## src/include/cfah_consts.vh

```
// Overview of operation
// - pin unlock: P1 must be 00, Lc absent or 10; secret then new PIN.
// - a successful suspend marks the target file as deactivated.
// - suspend runs only when the suspend access condition of the file holds.
// - successful suspend or resume makes the target the current elementary file.
// - a failed suspend or resume leaves current elementary and dedicated file unchanged.
// - without status byte or with b7 clear, deactivated file allows only select and resume.
// - with status byte b7 set, a deactivated file stays readable and updatable.
// - selection P1: 00 by id, 08 path from root, 09 path from current dedicated file.
// - P2 must be 00; P1=P2=00 without data acts on current elementary file.
// - a successful resume clears the deactivated mark, gated by its access condition.
// - odd form data is wrapped in tag 73 or tag 53 objects.
// - odd form data comes in blocks of at most 255 bytes, reassembled in order.
// - incomplete data answers 63 F1 per block; final segment answers 62 F3.
// - response is computed only on the first response block request.
// - response segments answer 62 F1 while more remain, 90 00 with the last.
// - resend request repeats the previous data or response block.
// - odd form is optional and can be switched off.
// - P1 b8..b6 code the chaining step of the odd form.
`ifndef CFAH_CONSTS_VH
`define CFAH_CONSTS_VH
`define CFAH_KIND_PIN 3'h0
`define CFAH_KIND_SUSPEND 3'h1
`define CFAH_KIND_RESUME 3'h2
`define CFAH_KIND_AUTH_EVEN 3'h3
`define CFAH_KIND_AUTH_ODD 3'h4
`define CFAH_PIN_LC 8'h10
`define CFAH_SEL_FID 8'h00
`define CFAH_SEL_PATH_ROOT 8'h08
`define CFAH_SEL_PATH_DF 8'h09
`define CFAH_STEP_DATA_FIRST 3'h4
`define CFAH_STEP_DATA_NEXT 3'h0
`define CFAH_STEP_DATA_RESEND 3'h2
`define CFAH_STEP_RSP_FIRST 3'h5
`define CFAH_STEP_RSP_NEXT 3'h1
`define CFAH_STEP_RSP_RESEND 3'h3
`define CFAH_TAG_TLV 8'h73
`define CFAH_TAG_PLAIN 8'h53
`define CFAH_LEN_1B 8'h81
`define CFAH_SW_OK 16'h9000
`define CFAH_SW_DATA_MORE 16'h63F1
`define CFAH_SW_DATA_DONE 16'h62F3
`define CFAH_SW_RSP_MORE 16'h62F1
`define CFAH_SW_BAD_P1P2 16'h6A86
`define CFAH_SW_BAD_LEN 16'h6700
`define CFAH_SW_BAD_DATA 16'h6A80
`define CFAH_SW_NOT_FOUND 16'h6A82
`define CFAH_SW_SECURITY 16'h6982
`define CFAH_SW_SEQUENCE 16'h6985
`define CFAH_SW_NO_EF 16'h6986
`define CFAH_SW_BAD_INS 16'h6D00
`define CFAH_FIFO_DEPTH 16
`define CFAH_ACC_SELECT 2'h0
`define CFAH_ACC_RESUME 2'h1
`define CFAH_ACC_RW 2'h2
`endif

```

## src/hw/cfah_fifo.v

```verilog
`timescale 1ns/1ps
`default_nettype none
module cfah_fifo #(
  parameter W = 8,
  parameter D = 16,
  parameter AW = 4
) (
  input wire clk_sys,
  input wire reset,
  input wire in_valid,
  output wire in_ready,
  input wire [W-1:0] in_data,
  output wire out_valid,
  input wire out_ready,
  output wire [W-1:0] out_data
);
  reg [W-1:0] mem [0:D-1];
  reg [AW-1:0] wr_ptr;
  reg [AW-1:0] rd_ptr;
  reg [AW:0] count;
  wire push;
  wire pop;

  assign in_ready = (count != D[AW:0]);
  assign out_valid = (count != {(AW+1){1'b0}});
  assign out_data = mem[rd_ptr];
  assign push = in_valid && in_ready;
  assign pop = out_valid && out_ready;

  always @(posedge clk_sys) begin
    if (push) begin
      mem[wr_ptr] <= in_data;
    end
  end

  always @(posedge clk_sys) begin
    if (reset) begin
      wr_ptr <= {AW{1'b0}};
      rd_ptr <= {AW{1'b0}};
      count <= {(AW+1){1'b0}};
    end else begin
      if (push) begin
        wr_ptr <= wr_ptr + 1'b1;
      end
      if (pop) begin
        rd_ptr <= rd_ptr + 1'b1;
      end
      if (push && !pop) begin
        count <= count + 1'b1;
      end else if (pop && !push) begin
        count <= count - 1'b1;
      end
    end
  end
endmodule // cfah_fifo
`default_nettype wire

```

## src/hw/cfah_cmd_handler.v

```verilog
`timescale 1ns/1ps
`default_nettype none
`include "cfah_consts.vh"
module cfah_cmd_handler (
  input wire clk_sys,
  input wire reset,
  input wire cmd_valid,
  output wire cmd_ready,
  input wire [2:0] cmd_kind,
  input wire [7:0] cmd_p1,
  input wire [7:0] cmd_p2,
  input wire [7:0] cmd_lc,
  input wire cmd_lc_present,
  input wire [7:0] cmd_le,
  input wire in_valid,
  output wire in_ready,
  input wire [7:0] in_byte,
  output reg rsp_valid,
  output reg [15:0] rsp_sw,
  output reg out_valid,
  input wire out_ready,
  output reg [7:0] out_byte,
  output reg pin_unlock_req,
  output reg pin_retry_query,
  output reg [4:0] pin_key_ref,
  output reg [63:0] pin_unblock_secret,
  output reg [63:0] pin_new_value,
  input wire pin_done,
  input wire [15:0] pin_sw,
  output reg resolve_req,
  output reg [1:0] resolve_mode,
  output reg [15:0] resolve_fid,
  input wire resolve_done,
  input wire resolve_found,
  input wire [2:0] resolve_index,
  input wire [7:0] ac_suspend_ok,
  input wire [7:0] ac_resume_ok,
  input wire [7:0] file_status_present,
  input wire [7:0] file_status_b7,
  output reg [7:0] file_deactivated,
  input wire sel_valid,
  input wire [2:0] sel_ef,
  input wire [2:0] sel_df,
  output reg [2:0] cur_ef,
  output reg cur_ef_valid,
  output reg [2:0] cur_df,
  input wire [2:0] access_file,
  input wire [1:0] access_op,
  output wire access_ok,
  input wire auth_odd_enable,
  output reg auth_wr_valid,
  output reg [15:0] auth_wr_addr,
  output reg [7:0] auth_wr_byte,
  output reg auth_start,
  output reg [7:0] auth_key_ref,
  input wire auth_done,
  input wire [15:0] auth_rsp_len,
  output reg [15:0] auth_rd_addr,
  input wire [7:0] auth_rd_data
);
  // ------------------------------------------------------------------
  // states
  // ------------------------------------------------------------------
  localparam S_IDLE = 4'h0;
  localparam S_RX = 4'h1;
  localparam S_RESOLVE = 4'h2;
  localparam S_FILE = 4'h3;
  localparam S_PIN = 4'h4;
  localparam S_AUTH = 4'h5;
  localparam S_CHK = 4'h6;
  localparam S_SEG = 4'h7;
  localparam S_RD = 4'h8;
  localparam S_WAIT = 4'h9;
  localparam S_LOAD = 4'hA;
  localparam S_OUT = 4'hB;
  localparam S_END = 4'hC;

  localparam CH_IDLE = 3'h0;
  localparam CH_DATA = 3'h1;
  localparam CH_READY = 3'h2;
  localparam CH_RESP = 3'h3;
  localparam CH_RDONE = 3'h4;

  // total object length from the tag-length header
  function [16:0] tlv_total;
    input [7:0] l1;
    input [7:0] l2;
    input [7:0] l3;
    begin
      if (!l1[7]) begin
        tlv_total = {9'h000, l1} + 17'h00002;
      end else if (l1 == `CFAH_LEN_1B) begin
        tlv_total = {9'h000, l2} + 17'h00003;
      end else begin
        tlv_total = {1'b0, l2, l3} + 17'h00004;
      end
    end
  endfunction

  reg [3:0] state;
  reg [2:0] chain;
  reg [2:0] kind;
  reg [7:0] p1;
  reg [7:0] lc;
  reg [7:0] le;
  reg discard;
  reg bad_tag;
  reg [15:0] err_sw;
  reg [7:0] rx_cnt;
  reg [15:0] blk_base;
  reg [15:0] data_end;
  reg [15:0] data_prev;
  reg [7:0] len1;
  reg [7:0] len2;
  reg [7:0] len3;
  reg [2:0] tgt;
  reg [15:0] rsp_total;
  reg [15:0] rsp_base;
  reg [15:0] rsp_prev;
  reg [15:0] tx_len;
  reg [15:0] tx_cnt;

  wire f_valid;
  wire f_ready;
  wire [7:0] f_byte;
  wire [2:0] step;
  wire [15:0] pos;
  wire rx_last;
  wire [2:0] hdr_len;
  wire [16:0] total;
  wire data_complete;
  wire [15:0] remaining;
  wire [15:0] le_n;
  wire [15:0] seg;
  wire sel_ok;
  wire is_file;

  // ------------------------------------------------------------------
  // command data buffer
  // ------------------------------------------------------------------
  cfah_fifo #(
    .W(8),
    .D(`CFAH_FIFO_DEPTH),
    .AW(4)
  ) u_fifo (
    .clk_sys(clk_sys),
    .reset(reset),
    .in_valid(in_valid),
    .in_ready(in_ready),
    .in_data(in_byte),
    .out_valid(f_valid),
    .out_ready(f_ready),
    .out_data(f_byte)
  );

  assign cmd_ready = (state == S_IDLE);
  assign f_ready = (state == S_RX);
  assign step = cmd_p1[7:5];
  assign pos = blk_base + {8'h00, rx_cnt};
  assign rx_last = (rx_cnt == lc - 8'h01);
  assign hdr_len = len1[7] ? ((len1 == `CFAH_LEN_1B) ? 3'h3 : 3'h4) : 3'h2;
  assign total = tlv_total(len1, len2, len3);
  assign data_complete = (data_end >= {13'h0000, hdr_len}) &&
                         ({1'b0, data_end} >= total);
  assign remaining = rsp_total - rsp_base;
  assign le_n = (le == 8'h00) ? 16'h0100 : {8'h00, le};
  assign seg = (remaining > le_n) ? le_n : remaining;
  assign sel_ok = (cmd_p1 == `CFAH_SEL_FID) || (cmd_p1 == `CFAH_SEL_PATH_ROOT) ||
                  (cmd_p1 == `CFAH_SEL_PATH_DF);
  assign is_file = (cmd_kind == `CFAH_KIND_SUSPEND) || (cmd_kind == `CFAH_KIND_RESUME);

  // deactivated files: only select and resume, unless b7 keeps read/update
  assign access_ok = !file_deactivated[access_file] ||
                     (access_op == `CFAH_ACC_SELECT) || (access_op == `CFAH_ACC_RESUME) ||
                     ((access_op == `CFAH_ACC_RW) && file_status_present[access_file] &&
                      file_status_b7[access_file]);

  // ------------------------------------------------------------------
  // command sequencer
  // ------------------------------------------------------------------
  always @(posedge clk_sys) begin
    if (reset) begin
      state <= S_IDLE;
      chain <= CH_IDLE;
      kind <= 3'h0;
      p1 <= 8'h00;
      lc <= 8'h00;
      le <= 8'h00;
      discard <= 1'b0;
      bad_tag <= 1'b0;
      err_sw <= 16'h0000;
      rx_cnt <= 8'h00;
      blk_base <= 16'h0000;
      data_end <= 16'h0000;
      data_prev <= 16'h0000;
      len1 <= 8'h00;
      len2 <= 8'h00;
      len3 <= 8'h00;
      tgt <= 3'h0;
      rsp_total <= 16'h0000;
      rsp_base <= 16'h0000;
      rsp_prev <= 16'h0000;
      tx_len <= 16'h0000;
      tx_cnt <= 16'h0000;
      rsp_valid <= 1'b0;
      rsp_sw <= 16'h0000;
      out_valid <= 1'b0;
      out_byte <= 8'h00;
      pin_unlock_req <= 1'b0;
      pin_retry_query <= 1'b0;
      pin_key_ref <= 5'h00;
      pin_unblock_secret <= 64'h0000000000000000;
      pin_new_value <= 64'h0000000000000000;
      resolve_req <= 1'b0;
      resolve_mode <= 2'h0;
      resolve_fid <= 16'h0000;
      file_deactivated <= 8'h00;
      cur_ef <= 3'h0;
      cur_ef_valid <= 1'b0;
      cur_df <= 3'h0;
      auth_wr_valid <= 1'b0;
      auth_wr_addr <= 16'h0000;
      auth_wr_byte <= 8'h00;
      auth_start <= 1'b0;
      auth_key_ref <= 8'h00;
      auth_rd_addr <= 16'h0000;
    end else begin
      rsp_valid <= 1'b0;
      pin_unlock_req <= 1'b0;
      pin_retry_query <= 1'b0;
      resolve_req <= 1'b0;
      auth_wr_valid <= 1'b0;
      auth_start <= 1'b0;
      if (sel_valid) begin
        cur_ef <= sel_ef;
        cur_ef_valid <= 1'b1;
        cur_df <= sel_df;
      end
      case (state)
        S_IDLE: begin
          if (cmd_valid) begin
            kind <= cmd_kind;
            p1 <= cmd_p1;
            lc <= cmd_lc_present ? cmd_lc : 8'h00;
            le <= cmd_le;
            auth_key_ref <= cmd_p2;
            pin_key_ref <= cmd_p2[4:0];
            resolve_mode <= cmd_p1[3] ? {1'b1, cmd_p1[0]} : 2'h0;
            rx_cnt <= 8'h00;
            blk_base <= 16'h0000;
            discard <= 1'b0;
            bad_tag <= 1'b0;
            err_sw <= 16'h0000;
            state <= cmd_lc_present ? S_RX : S_END;
            if (cmd_lc_present && cmd_lc == 8'h00) begin
              err_sw <= `CFAH_SW_BAD_LEN;
              state <= S_END;
            end else if (cmd_kind == `CFAH_KIND_PIN) begin
              if (cmd_p1 != 8'h00) begin
                discard <= 1'b1;
                err_sw <= `CFAH_SW_BAD_P1P2;
              end else if (cmd_lc_present && cmd_lc != `CFAH_PIN_LC) begin
                discard <= 1'b1;
                err_sw <= `CFAH_SW_BAD_LEN;
              end else if (!cmd_lc_present) begin
                pin_retry_query <= 1'b1;
                state <= S_PIN;
              end
            end else if (is_file) begin
              if (cmd_p2 != 8'h00 || !sel_ok) begin
                discard <= 1'b1;
                err_sw <= `CFAH_SW_BAD_P1P2;
              end else if (!cmd_lc_present && cmd_p1 == `CFAH_SEL_FID) begin
                if (cur_ef_valid) begin
                  tgt <= cur_ef;
                  state <= S_FILE;
                end else begin
                  err_sw <= `CFAH_SW_NO_EF;
                end
              end else if (!cmd_lc_present) begin
                err_sw <= `CFAH_SW_BAD_LEN;
              end
            end else if (cmd_kind == `CFAH_KIND_AUTH_EVEN) begin
              if (cmd_p1 != 8'h00) begin
                discard <= 1'b1;
                err_sw <= `CFAH_SW_BAD_P1P2;
              end else if (!cmd_lc_present) begin
                err_sw <= `CFAH_SW_BAD_LEN;
              end
            end else if (cmd_kind == `CFAH_KIND_AUTH_ODD && auth_odd_enable) begin
              case (step)
                `CFAH_STEP_DATA_FIRST: begin
                  if (!cmd_lc_present) begin
                    err_sw <= `CFAH_SW_BAD_LEN;
                  end else begin
                    chain <= CH_DATA;
                    data_end <= 16'h0000;
                    data_prev <= 16'h0000;
                  end
                end
                `CFAH_STEP_DATA_NEXT: begin
                  if (chain != CH_DATA || !cmd_lc_present) begin
                    discard <= 1'b1;
                    err_sw <= `CFAH_SW_SEQUENCE;
                  end else begin
                    blk_base <= data_end;
                    data_prev <= data_end;
                  end
                end
                `CFAH_STEP_DATA_RESEND: begin
                  if ((chain != CH_DATA && chain != CH_READY) || !cmd_lc_present) begin
                    discard <= 1'b1;
                    err_sw <= `CFAH_SW_SEQUENCE;
                  end else begin
                    blk_base <= data_prev;
                    chain <= CH_DATA;
                  end
                end
                `CFAH_STEP_RSP_FIRST: begin
                  if (chain != CH_READY || cmd_lc_present) begin
                    discard <= 1'b1;
                    err_sw <= `CFAH_SW_SEQUENCE;
                  end else begin
                    auth_start <= 1'b1;
                    rsp_base <= 16'h0000;
                    state <= S_AUTH;
                  end
                end
                `CFAH_STEP_RSP_NEXT: begin
                  if (chain != CH_RESP || cmd_lc_present) begin
                    discard <= 1'b1;
                    err_sw <= `CFAH_SW_SEQUENCE;
                  end else begin
                    rsp_prev <= rsp_base;
                    rsp_base <= rsp_base + tx_len;
                    state <= S_SEG;
                  end
                end
                `CFAH_STEP_RSP_RESEND: begin
                  if ((chain != CH_RESP && chain != CH_RDONE) || cmd_lc_present) begin
                    discard <= 1'b1;
                    err_sw <= `CFAH_SW_SEQUENCE;
                  end else begin
                    state <= S_SEG;
                  end
                end
                default: begin
                  discard <= 1'b1;
                  err_sw <= `CFAH_SW_BAD_P1P2;
                end
              endcase
            end else begin
              discard <= 1'b1;
              err_sw <= `CFAH_SW_BAD_INS;
            end
          end
        end
        S_RX: begin
          if (f_valid) begin
            rx_cnt <= rx_cnt + 8'h01;
            if (!discard) begin
              if (kind == `CFAH_KIND_PIN) begin
                {pin_unblock_secret, pin_new_value} <=
                  {pin_unblock_secret[55:0], pin_new_value, f_byte};
              end else if (kind == `CFAH_KIND_AUTH_EVEN || kind == `CFAH_KIND_AUTH_ODD) begin
                auth_wr_valid <= 1'b1;
                auth_wr_addr <= pos;
                auth_wr_byte <= f_byte;
              end else begin
                resolve_fid <= {resolve_fid[7:0], f_byte};
              end
              if (kind == `CFAH_KIND_AUTH_ODD) begin
                if (pos == 16'h0000 && f_byte != `CFAH_TAG_TLV &&
                    f_byte != `CFAH_TAG_PLAIN) begin
                  bad_tag <= 1'b1;
                end
                if (pos == 16'h0001) len1 <= f_byte;
                if (pos == 16'h0002) len2 <= f_byte;
                if (pos == 16'h0003) len3 <= f_byte;
              end
            end
            if (rx_last) begin
              if (discard) begin
                state <= S_END;
              end else if (kind == `CFAH_KIND_PIN) begin
                pin_unlock_req <= 1'b1;
                state <= S_PIN;
              end else if (kind == `CFAH_KIND_AUTH_EVEN) begin
                auth_start <= 1'b1;
                rsp_base <= 16'h0000;
                state <= S_AUTH;
              end else if (kind == `CFAH_KIND_AUTH_ODD) begin
                data_end <= blk_base + {8'h00, lc};
                state <= S_CHK;
              end else begin
                resolve_req <= 1'b1;
                state <= S_RESOLVE;
              end
            end
          end
        end
        S_CHK: begin
          if (bad_tag) begin
            chain <= CH_IDLE;
            err_sw <= `CFAH_SW_BAD_DATA;
          end else if (data_complete) begin
            chain <= CH_READY;
            err_sw <= `CFAH_SW_DATA_DONE;
          end else begin
            err_sw <= `CFAH_SW_DATA_MORE;
          end
          state <= S_END;
        end
        S_RESOLVE: begin
          if (resolve_done) begin
            if (resolve_found) begin
              tgt <= resolve_index;
              state <= S_FILE;
            end else begin
              err_sw <= `CFAH_SW_NOT_FOUND;
              state <= S_END;
            end
          end
        end
        S_FILE: begin
          if (kind == `CFAH_KIND_SUSPEND ? ac_suspend_ok[tgt] : ac_resume_ok[tgt]) begin
            file_deactivated[tgt] <= (kind == `CFAH_KIND_SUSPEND);
            cur_ef <= tgt;
            cur_ef_valid <= 1'b1;
            err_sw <= `CFAH_SW_OK;
          end else begin
            err_sw <= `CFAH_SW_SECURITY;
          end
          state <= S_END;
        end
        S_PIN: begin
          if (pin_done) begin
            err_sw <= pin_sw;
            state <= S_END;
          end
        end
        S_AUTH: begin
          if (auth_done) begin
            rsp_total <= auth_rsp_len;
            rsp_prev <= 16'h0000;
            state <= S_SEG;
          end
        end
        S_SEG: begin
          tx_len <= seg;
          tx_cnt <= 16'h0000;
          state <= (seg == 16'h0000) ? S_END : S_RD;
          if (kind == `CFAH_KIND_AUTH_ODD && remaining > le_n) begin
            chain <= CH_RESP;
            err_sw <= `CFAH_SW_RSP_MORE;
          end else begin
            chain <= (kind == `CFAH_KIND_AUTH_ODD) ? CH_RDONE : chain;
            err_sw <= `CFAH_SW_OK;
          end
        end
        S_RD: begin
          auth_rd_addr <= rsp_base + tx_cnt;
          state <= S_WAIT;
        end
        // the engine registers its read data one edge after the address
        S_WAIT: begin
          state <= S_LOAD;
        end
        S_LOAD: begin
          out_byte <= auth_rd_data;
          out_valid <= 1'b1;
          state <= S_OUT;
        end
        S_OUT: begin
          if (out_ready) begin
            out_valid <= 1'b0;
            tx_cnt <= tx_cnt + 16'h0001;
            state <= (tx_cnt + 16'h0001 == tx_len) ? S_END : S_RD;
          end
        end
        S_END: begin
          rsp_valid <= 1'b1;
          rsp_sw <= err_sw;
          state <= S_IDLE;
        end
        default: begin
          state <= S_IDLE;
        end
      endcase
    end
  end
endmodule // cfah_cmd_handler
`default_nettype wire

```

## config.mk

```make
export PLATFORM = sky130hd
export DESIGN_NAME = cfah_cmd_handler
export DESIGN_NICKNAME = d
export VERILOG_FILES = /design/src/hw/cfah_fifo.v /design/src/hw/cfah_cmd_handler.v
export VERILOG_INCLUDE_DIRS = /design/src /design/src/include
export SDC_FILE = /design/constraint.sdc
export NUM_CORES = 1
export LEC_CHECK = 0
export BUFFER_PORTS_ARGS = -buffer_cell sky130_fd_sc_hd__buf_4
export CORE_UTILIZATION = 58
export CTS_CLUSTER_SIZE = 8
export DETAILED_ROUTE_END_ITERATION = 12
export PLACE_DENSITY = 0.8
export SETUP_SLACK_MARGIN = 0.5
export SLEW_MARGIN = 20
export SYNTH_ARGS = -nofsm -noshare
export SYNTH_HDL_FRONTEND = slang
export SYNTH_SLANG_ARGS = --single-unit
```

## constraint.sdc

```tcl
create_clock -name clk_sys -period 4.1 [get_ports clk_sys]
set_input_delay 0.205 -clock clk_sys [delete_from_list [all_inputs] [get_ports clk_sys]]
set_output_delay 0.205 -clock clk_sys [all_outputs]
set_load 0.02 [all_outputs]
```

# Yosys cells after proc, flatten, opt, wreduce, memory -nomap -nowiden
# Memories as Yosys holds them, arrays and structs flattened. A register that Yosys moved wholly into a read port is not among the register bits.
# Index checks and enable logic that the tools add are counted.
dict set report classes {
  order_cmp 6
  n_mux 203
  n_reduce_logical 81
  n_eq_ne 78
  addsub 15
  n_bitwise 12
}
# op count
set ops {}
lappend ops {{$mux W16} 50}
lappend ops {{$pmux W16 S2} 6}
lappend ops {{$pmux W16 S6} 2}
lappend ops {{$mux W15} 10}
lappend ops {{$mux W4} 26}
lappend ops {{$mux W3} 31}
lappend ops {{$mux W1} 50}
lappend ops {{$pmux W4 S11} 1}
lappend ops {{$ne A2 B2 Y1 const B} 21}
lappend ops {{$mux W17} 2}
lappend ops {{$add A16 B16 Y16} 2}
lappend ops {{$add A16 B8 Y16} 2}
lappend ops {{$eq A16 B2 Y1 const B} 2}
lappend ops {{$logic_not A16 Y1} 2}
lappend ops {{$reduce_and A15 Y1} 2}
lappend ops {{$reduce_and A5 Y1} 6}
lappend ops {{$logic_not A8 Y1} 3}
lappend ops {{$mux W8} 3}
lappend ops {{$ne A3 B3 Y1 const B} 7}
lappend ops {{$eq A4 B4 Y1 const B} 5}
lappend ops {{$reduce_and A10 Y1} 2}
lappend ops {{$add A8 B2 Y9 const B} 2}
lappend ops {{$mux W9} 2}
lappend ops {{$add A16 B3 Y17 const B} 1}
lappend ops {{other kinds (64)} 155}
dict set report word_totals {
  ram_bits 128
  mem_count 1
  ff_bits 449
  in_bits 141
  elab_cells 441
}
# memory words width read_ports rd_clocked_by_memory_dff write_ports line_no
set memory_table {}
lappend memory_table {u_fifo.mem 16 8 1 1 1 cfah_fifo.v:17} ;# reg [W-1:0] mem [0:D-1];

# Depth between registers and ports, before layout
# Gate-level depths: netlist (run 1).
dict set report logic_depth {
  word_depth 12
  depth_mapped 18
  mapped_depth_nobuf 17
}

# Cells and area by module
# Synthesis (run 1) repeated with hierarchy kept, for this count alone.
dict set report hier_totals {
  cells_unflattened 3165
  hier_area_um2 28004.4
}
# module area_per_inst_um2 instances cells_each
set by_module_without_submodules {}
lappend by_module_without_submodules {cfah_cmd_handler 22242.6 1 2854}
lappend by_module_without_submodules {cfah_fifo 5761.8 1 311}

# Least setup slack after synthesis (run 1)
# No wires, ideal clock.
dict set report synth_path {
  path_kind {reg2reg}
  startpoint {register rsp_base[0]}
  endpoint {register err_sw[9]}
  path_slack_ps 556
  stages_incl_launch_ff 17
  period_less_slack_ps 3544
  arrival_ps 3401
  path_cell_list {dfxtp_1 -> ha_1 -> inv_1 -> fa_1 -> a21o_1 -> a221oi_2 -> o21ai_0 -> xor2_1 -> ha_1 -> and3_1 -> a221oi_1 -> a21oi_1 -> nor2_1 -> nand4_1 -> buf_2 -> o21ai_2 -> a221oi_1}
}
dict set report synth_via {
  elab_chain_len 5
}
# element line_no
set synth_rtl {}
lappend synth_rtl {{from (decl)} cfah_cmd_handler.v:118} ;# reg [15:0] rsp_base;
lappend synth_rtl {{from (signal assigned)} cfah_cmd_handler.v:335} ;# rsp_base <= rsp_base + tx_len;
lappend synth_rtl {{$sub A16 B16 Y16} cfah_cmd_handler.v:165} ;# assign remaining = rsp_total - rsp_base;
lappend synth_rtl {{$gt A16 B9 Y1} cfah_cmd_handler.v:453} ;# if (kind == `CFAH_KIND_AUTH_ODD && remaining > le_n) begin
lappend synth_rtl {{$logic_and A1 B1 Y1} cfah_cmd_handler.v:453}
lappend synth_rtl {{$mux W16} cfah_cmd_handler.v:453}
lappend synth_rtl {{$pmux W16 S6} cfah_cmd_handler.v:239} ;# case (state)
lappend synth_rtl {{to (signal assigned)} cfah_cmd_handler.v:256} ;# err_sw <= `CFAH_SW_BAD_LEN;
lappend synth_rtl {{to (signal assigned)} cfah_cmd_handler.v:261} ;# err_sw <= `CFAH_SW_BAD_P1P2;
lappend synth_rtl {{to (signal assigned)} cfah_cmd_handler.v:264} ;# err_sw <= `CFAH_SW_BAD_LEN;
lappend synth_rtl {{to (decl)} cfah_cmd_handler.v:108} ;# reg [15:0] err_sw;
# Every way passes these cells.
# A chain may end at the register's enable or synchronous reset.

# Worst setup path after layout (run 1)
dict set report layout_path {
  startpoint {register rsp_total[0]}
  endpoint {register err_sw[4]}
}
dict set report layout_via {
  elab_chain_len 5
}
# element line_no
set layout_rtl {}
lappend layout_rtl {{from (decl)} cfah_cmd_handler.v:117} ;# reg [15:0] rsp_total;
lappend layout_rtl {{from (signal assigned)} cfah_cmd_handler.v:444} ;# rsp_total <= auth_rsp_len;
lappend layout_rtl {{$sub A16 B16 Y16} cfah_cmd_handler.v:165}
lappend layout_rtl {{$gt A16 B9 Y1} cfah_cmd_handler.v:453}
lappend layout_rtl {{$logic_and A1 B1 Y1} cfah_cmd_handler.v:453}
lappend layout_rtl {{$mux W16} cfah_cmd_handler.v:453}
lappend layout_rtl {{$pmux W16 S6} cfah_cmd_handler.v:239}
# Every way passes these cells.

==> flow_summary.yaml, run 1 <==
cts:
  cts.path.max_buffers: 3
  cts-root-buf: "clkbuf_16"
  cts_sinks: 576
  h-tree-depth: 3
  cts_buffers: 82
  cts_tree: "done"
  clk_pin_slew_ns: 0.05
  insertion_delay_ns: 0.63
detailed_routing:
  drc: 0
  drt_iter0_markers: 2263
  drtAntennaViolNets: 0
  via_per_inst: 6.048
  wl_per_cell_um: 20.10
  detail_route.wirelength_mm: 85.14
  via_count: 25620
  dr.pass1.iters: 6
synthesis:
  syn_area_per_cell_um2: 8.765
  synthCells: 3180
  synth_edf_count: 128
  synthTopCellsByArea: "dfxtp_1 32%, edfxtp_1 14%, nand2_1 9.1%"
  synthArstFlopShare: 0
  synth_seq_cells: 576
  ys.warnings.count: 0
  ys.flop_type: "dfxtp_1"
  synthesis.nets: 3432
  synth_common_cells: "674 x nand2_1, 448 x dfxtp_1, 397 x a21oi_1, 222 x nor2_1, 164 x clkbuf_1"
  synth_top_area_frac: 0.3218
  yosysMostFrequentCell: "nand2_1"
  syn_area_um2: 27870
  synth-seq-area-share: 0.4597
  yosys.area.top_type: "dfxtp_1"
  ys_types: 92
sta:
  tightest_slew_ns: 1.110
  period_share: 0.9112
  relSlewSlack: 0.2598
  finalHoldViolCount: 0
  max_freq_mhz: 267.7
  finalSetupViolCount: 0
  report.final.slew_viol_count: 0
  fin_crit_ns: 3.736
  finalClockSkew_ns: 0.02695
  tns_ns: 0
  rsz0062_at_grt: "yes"
global_route:
  grt_max_degree: 199
  grt-ovfl-total: 0
  grt_antenna_before_repair: 1
  grt_pass1_wl_mm: 133.6
  grt_usage: 0.3390
  grt_pass1_vias: 24780
worst_setup_path:
  criticalPathCategory: "reg -> reg"
  critPathMaxFanout: 6
  r2r_end: "err_sw[4]"
  regToRegSetupSlack_ns: 0.36
  end_kind: "flop"
  crit_arrival_ns: 4.19
  start_kind: "flop"
  reg2reg_from: "rsp_total[0]"
  cp.required_ns: 4.55
  rr_worst_depth: 20
worst_hold_path:
  hp-start: "resolve_done"
  holdPathStages: 3
  hp-class: "in -> reg"
  hold_end: "state[0]"
floorplanning:
  start_util: 0.5936
  die-area_um2: 48940
  core-area_um2: 46950
  die_h_um: 221.2
  die_x_um: 221.2
  num_io_pins: 389
  num_rows: 79
layout:
  top_register: "u_fifo.mem"
  multi_input_area_um2: 14210
  seq_area_um2: 12820
  nets: 3854
  top_regs: "u_fifo.mem (128), pin_new_value (64), pin_unblock_secret (64)"
  final_util: 0.7377
  synthToLayoutAreaGrowth_pct: 24.28
  fill_cells: 3336
  largest_reg_flops: 128
  drive_gt1_frac: 0.1811
power_and_ir_drop:
  power_density_nw_per_um2: 499.3
  ir_drop_mv: 0.3985
  leakagePower_nw: 13.36
outcome:
  status: "completed"
placement:
  io_buffers: 388
  gp_congestion: 0.9349
  dp_hpwl_mm: 58.55
run:
  maxCapViolations: 0
cells in the final DEF, fill, tap and decap left out, drive strengths merged, types with 84 or more instances in the layout:
master and instances:
nand3 89, clkbuf 104, a21oi 399, buf 445, nor2 223, nand2 675
dfxtp 448, o21ai 108, xnor2 84, ha 105, edfxtp 128, dlygate4sd3 90
report_power, final:
part	total, W	internal [W]	switching [W]
registers	0.00654	0.00613	0.000414
logic	0.00469	0.00184	0.00285
clock network	0.00606	0.00360	0.00246
per-layer routing:
layer / share of wire / global-route usage / vias up
met5: 0 / 0 / -
met4: 0.037 / 0.1473 / 0
met3: 0.081 / 0.06480 / 222
met2: 0.48 / 0.5713 / 1187
met1: 0.40 / 0.4239 / 12200
li1: - / - / 12010
worst max-delay path, stage by stage, from the launching register on:
cell and delay [ns]:
dfxtp_2 0.32, inv_2 0.06, ha_4 0.13, inv_2 0.03, fa_2 0.34, a21o_1 0.20
a221oi_4 0.30, o21ai_2 0.12, xor2_2 0.17, ha_1 0.32, and3_4 0.18, a221oi_2 0.27
a21oi_1 0.11, nor2_1 0.12, nand4_1 0.12, buf_6 0.16, buf_6 0.12, o21ai_4 0.16
buf_6 0.14, buf_16 0.11, a31oi_1 0.07
stage by stage:
step | total power, W | instances | instance area, um^2 | setup slack [ns] | hold WS (ns)
global route | 0.01795 | 4236 | 34640 | 0.2044 | 0.05695
detailed placement | 0.01076 | 4027 | 31200 | 0.01161 | 0.4435
floorplan | 0.009270 | 3180 | 27870 | 0.5564 | 0.3039
finish | 0.01730 | 4236 | 34640 | 0.3642 | 0.03610
global placement | 0.01063 | 4027 | 31200 | 0.06752 | 0.4367
CTS | 0.01721 | 4235 | 34500 | 0.4086 | 0.01175
what timing repair did:
| item | in CTS | in global routing |
|---|---|---|
| cloned | 1 | 0 |
| buffers inserted | 7 | 0 |
| endpoints found under the hold margin | 202 | 0 |
| pin swaps | 13 | 9 |
| gates resized for setup | 26 | 22 |
| setup endpoints to repair | 39 | 73 |
| hold buffers | 90 | 0 |
cells by family after synthesis:
family	Yosys count	share of synthesized area
compound gates	731	0.1542
fa+ha+maj	111	0.05145
xor+xnor	131	0.04117
flops	576	0.4597
buf+inv	268	0.03870
simple gates	1271	0.2026
mux	92	0.05221
how the worst max path moves through the flow:
stage                            start  slack [ns]         end
after floorplan            rsp_base[0]        0.56   err_sw[9]
after global placement    rsp_total[0]        0.07   err_sw[9]
after detailed placement  rsp_total[0]        0.01  err_sw[15]
after CTS                 rsp_total[0]        0.41   err_sw[9]
after global routing      rsp_total[0]        0.20    chain[0]
final                     rsp_total[0]        0.36   err_sw[4]
layout make-up:
cell class                      count  share of cell area
Multi-Input combinational cell   2336              0.4104
Clock inverter                      6            0.002492
Tap cell                          607             0.02193
Timing Repair Buffer              535              0.1256
Antenna cell                        1          0.00007224
Inverter                           71            0.007730
Sequential cell                   576              0.3702
Clock buffer                      104             0.06162
Note: power is estimated with default switching activity, not from simulation.
==> inputs of run 2 (changes only) <==
--- a/config.mk
+++ b/config.mk
@@ -7,6 +7,7 @@
 export NUM_CORES = 1
 export LEC_CHECK = 0
 export BUFFER_PORTS_ARGS = -buffer_cell sky130_fd_sc_hd__buf_4
+export CORE_MARGIN = 3
 export CORE_UTILIZATION = 58
 export CTS_CLUSTER_SIZE = 8
 export DETAILED_ROUTE_END_ITERATION = 12
==> run 2 against run 1 <==
Against the previous run:
- clock skew shrank 0.0060 ns
- first-iteration DRC count grew 8.0%
- design area grew 0.12%
- sequential cell count is the same
- clock-buffer cell count grew 3
- die area grew 3.6%
- register-to-register slack gained 0.02 ns
- highest routed layer unchanged
- combinational power grew 1%
- total power grew 0.54%
- global-route usage shrank 0.80 points
==> flow_summary.yaml, run 2 (synthesized netlist as in run 1, its figures left out) <==
layout:
  top_regs: "u_fifo.mem (128), pin_new_value (64), pin_unblock_secret (64)"
  top_register: "u_fifo.mem"
  layout_common_cells: "673 x nand2_1, 449 x buf_4, 441 x dfxtp_1, 394 x a21oi_1, 218 x nor2_1"
  mostFrequentLayoutCell: "nand2_1"
  nets: 3864
  synthToLayoutAreaGrowth_pct: 24.43
  drive_gt1_frac: 0.1818
  multi_input_area_um2: 14160
  largest_reg_flops: 128
  fill_cells: 3380
  diodes: 0
  seq_area_um2: 12820
detailed_routing:
  via_per_inst: 6.099
  drt_iter0_markers: 2445
  detail_route.wirelength_mm: 86.45
  drc: 0
  drtAntennaViolNets: 0
  wl_per_cell_um: 20.35
  dr.pass1.iters: 7
  via_count: 25910
cts:
  clk_pin_slew_ns: 0.05
  h-tree-depth: 3
  insertion_delay_ns: 0.63
  cts.path.max_buffers: 3
  cts-root-buf: "clkbuf_16"
  cts_sinks: 576
  cts_tree: "done"
  cts_buffers: 82
global_route:
  grt_pass1_wl_mm: 134.6
  grt_pass1_vias: 24970
  grt_antenna_before_repair: 0
  grt_usage: 0.3310
  grt-ovfl-total: 0
  grt_max_degree: 97
worst_hold_path:
  hold_end: "err_sw[5]"
  hp-class: "in -> reg"
  hp-start: "pin_sw[5]"
  holdPathStages: 4
worst_setup_path:
  start_kind: "flop"
  end_kind: "flop"
  cp.required_ns: 4.62
  r2r_end: "tx_len[1]"
  regToRegSetupSlack_ns: 0.38
  criticalPathCategory: "reg -> reg"
  reg2reg_from: "rsp_total[0]"
  critPathMaxFanout: 5
  crit_arrival_ns: 4.23
  rr_worst_depth: 17
power_and_ir_drop:
  power_density_nw_per_um2: 501.4
  leakagePower_nw: 13.42
  ir_drop_mv: 0.4276
outcome:
  status: "completed"
placement:
  gp_congestion: 0.9603
  io_buffers: 388
  dp_hpwl_mm: 60.57
sta:
  period_share: 0.9070
  finalSetupViolCount: 0
  rsz0062_at_grt: "yes"
  worst_hold_slack_ns: 0.02835
  fin_crit_ns: 3.719
  tns_ns: 0
  relSlewSlack: 0.2921
  max_freq_mhz: 268.9
  finalClockSkew_ns: 0.02095
  finalHoldViolCount: 0
  report.final.slew_viol_count: 0
  tightest_slew_ns: 1.062
floorplanning:
  die_x_um: 225.2
  num_rows: 79
  die_h_um: 225.2
  core-area_um2: 47050
  start_util: 0.5924
  die-area_um2: 50720
  num_io_pins: 389
run:
  maxCapViolations: 0
run 2: cell count changes in the layout (fill, tap and decap cells not counted), sizes merged:
cell         change
buf             +11
diode            -1
clkbuf           +3
clkinv           +1
dlygate4sd3      -1
run 2: cell type report:
type,instances,share of cell area
multi-input cells,2336,0.4083
flip-flops and latches,576,0.3697
repair buffers,545,0.1260
clock buffers,107,0.06249
well taps,607,0.02190
inverters,71,0.007721
clock inverters,7,0.003824
run 2: worst max path at each step:
| stage | from | to | slack [ns] | depth (start not counted) |
|---|---|---|---|---|
| 5_1_grt | rsp_base[4] | err_sw[15] | 0.12 | 16 |
| 6_report | rsp_total[0] | tx_len[1] | 0.38 | 17 |
| 3_3_place_gp | rsp_base[0] | tx_len[5] | 0.19 | 16 |
| 4_1_cts | rx_cnt[0] | len2[1] | 0.36 | 11 |
| 2_1_floorplan | rsp_base[0] | err_sw[9] | 0.56 | 16 |
| 3_5_place_dp | rsp_base[0] | err_sw[12] | 0.13 | 16 |
run 2: critical path, stage by stage (launching register included):
cell      delay [ns]
dfxtp_2         0.33
inv_2           0.06
ha_4            0.12
inv_2           0.03
fa_2            0.33
a21o_1          0.22
a221oi_2        0.27
o21ai_1         0.11
xor2_1          0.23
ha_1            0.30
and3_4          0.20
a221oi_4        0.29
a21oi_2         0.10
nor2_2          0.11
nand4_1         0.12
buf_6           0.16
or4_1           0.45
and3_1          0.17
run 2: metrics by stage:
stage | setup slack, ns | area (um^2) | util | std cells | total power [W]
3_3_place_gp | 0.1920 | 31190 | 0.6629 | 4029 | 0.01051
4_1_cts | 0.3616 | 34570 | 0.7348 | 4244 | 0.01723
3_5_place_dp | 0.1316 | 31190 | 0.6629 | 4029 | 0.01063
6_report | 0.3813 | 34680 | 0.7371 | 4249 | 0.01739
2_1_floorplan | 0.5564 | 27870 | - | 3180 | 0.009270
5_1_grt | 0.1208 | 34680 | 0.7371 | 4249 | 0.01808
run 2: what timing repair did:
action | CTS | global route
hold endpoints to repair | 207 | 0
gates resized for setup | 24 | 19
hold buffers | 89 | 0
buffers inserted | 11 | 5
setup endpoints to repair | 39 | 49
gates cloned | 1 | 0
pin swaps | 14 | 17
run 2: where the power goes:
| part | internal, W | total (W) | switching, W |
|---|---|---|---|
| sequential | 0.00613 | 0.00652 | 0.000387 |
| combinational | 0.00185 | 0.00475 | 0.00290 |
| clock | 0.00367 | 0.00613 | 0.00246 |
run 2: layer usage:
metal / track usage / routed length (um) / vias up
met1: 0.4221 / 33960 / 12340
li1: - / - / 12040
met2: 0.5492 / 41030 / 1252
met5: 0 / 0 / -
met3: 0.07125 / 7676 / 283
met4: 0.1390 / 3779 / 0
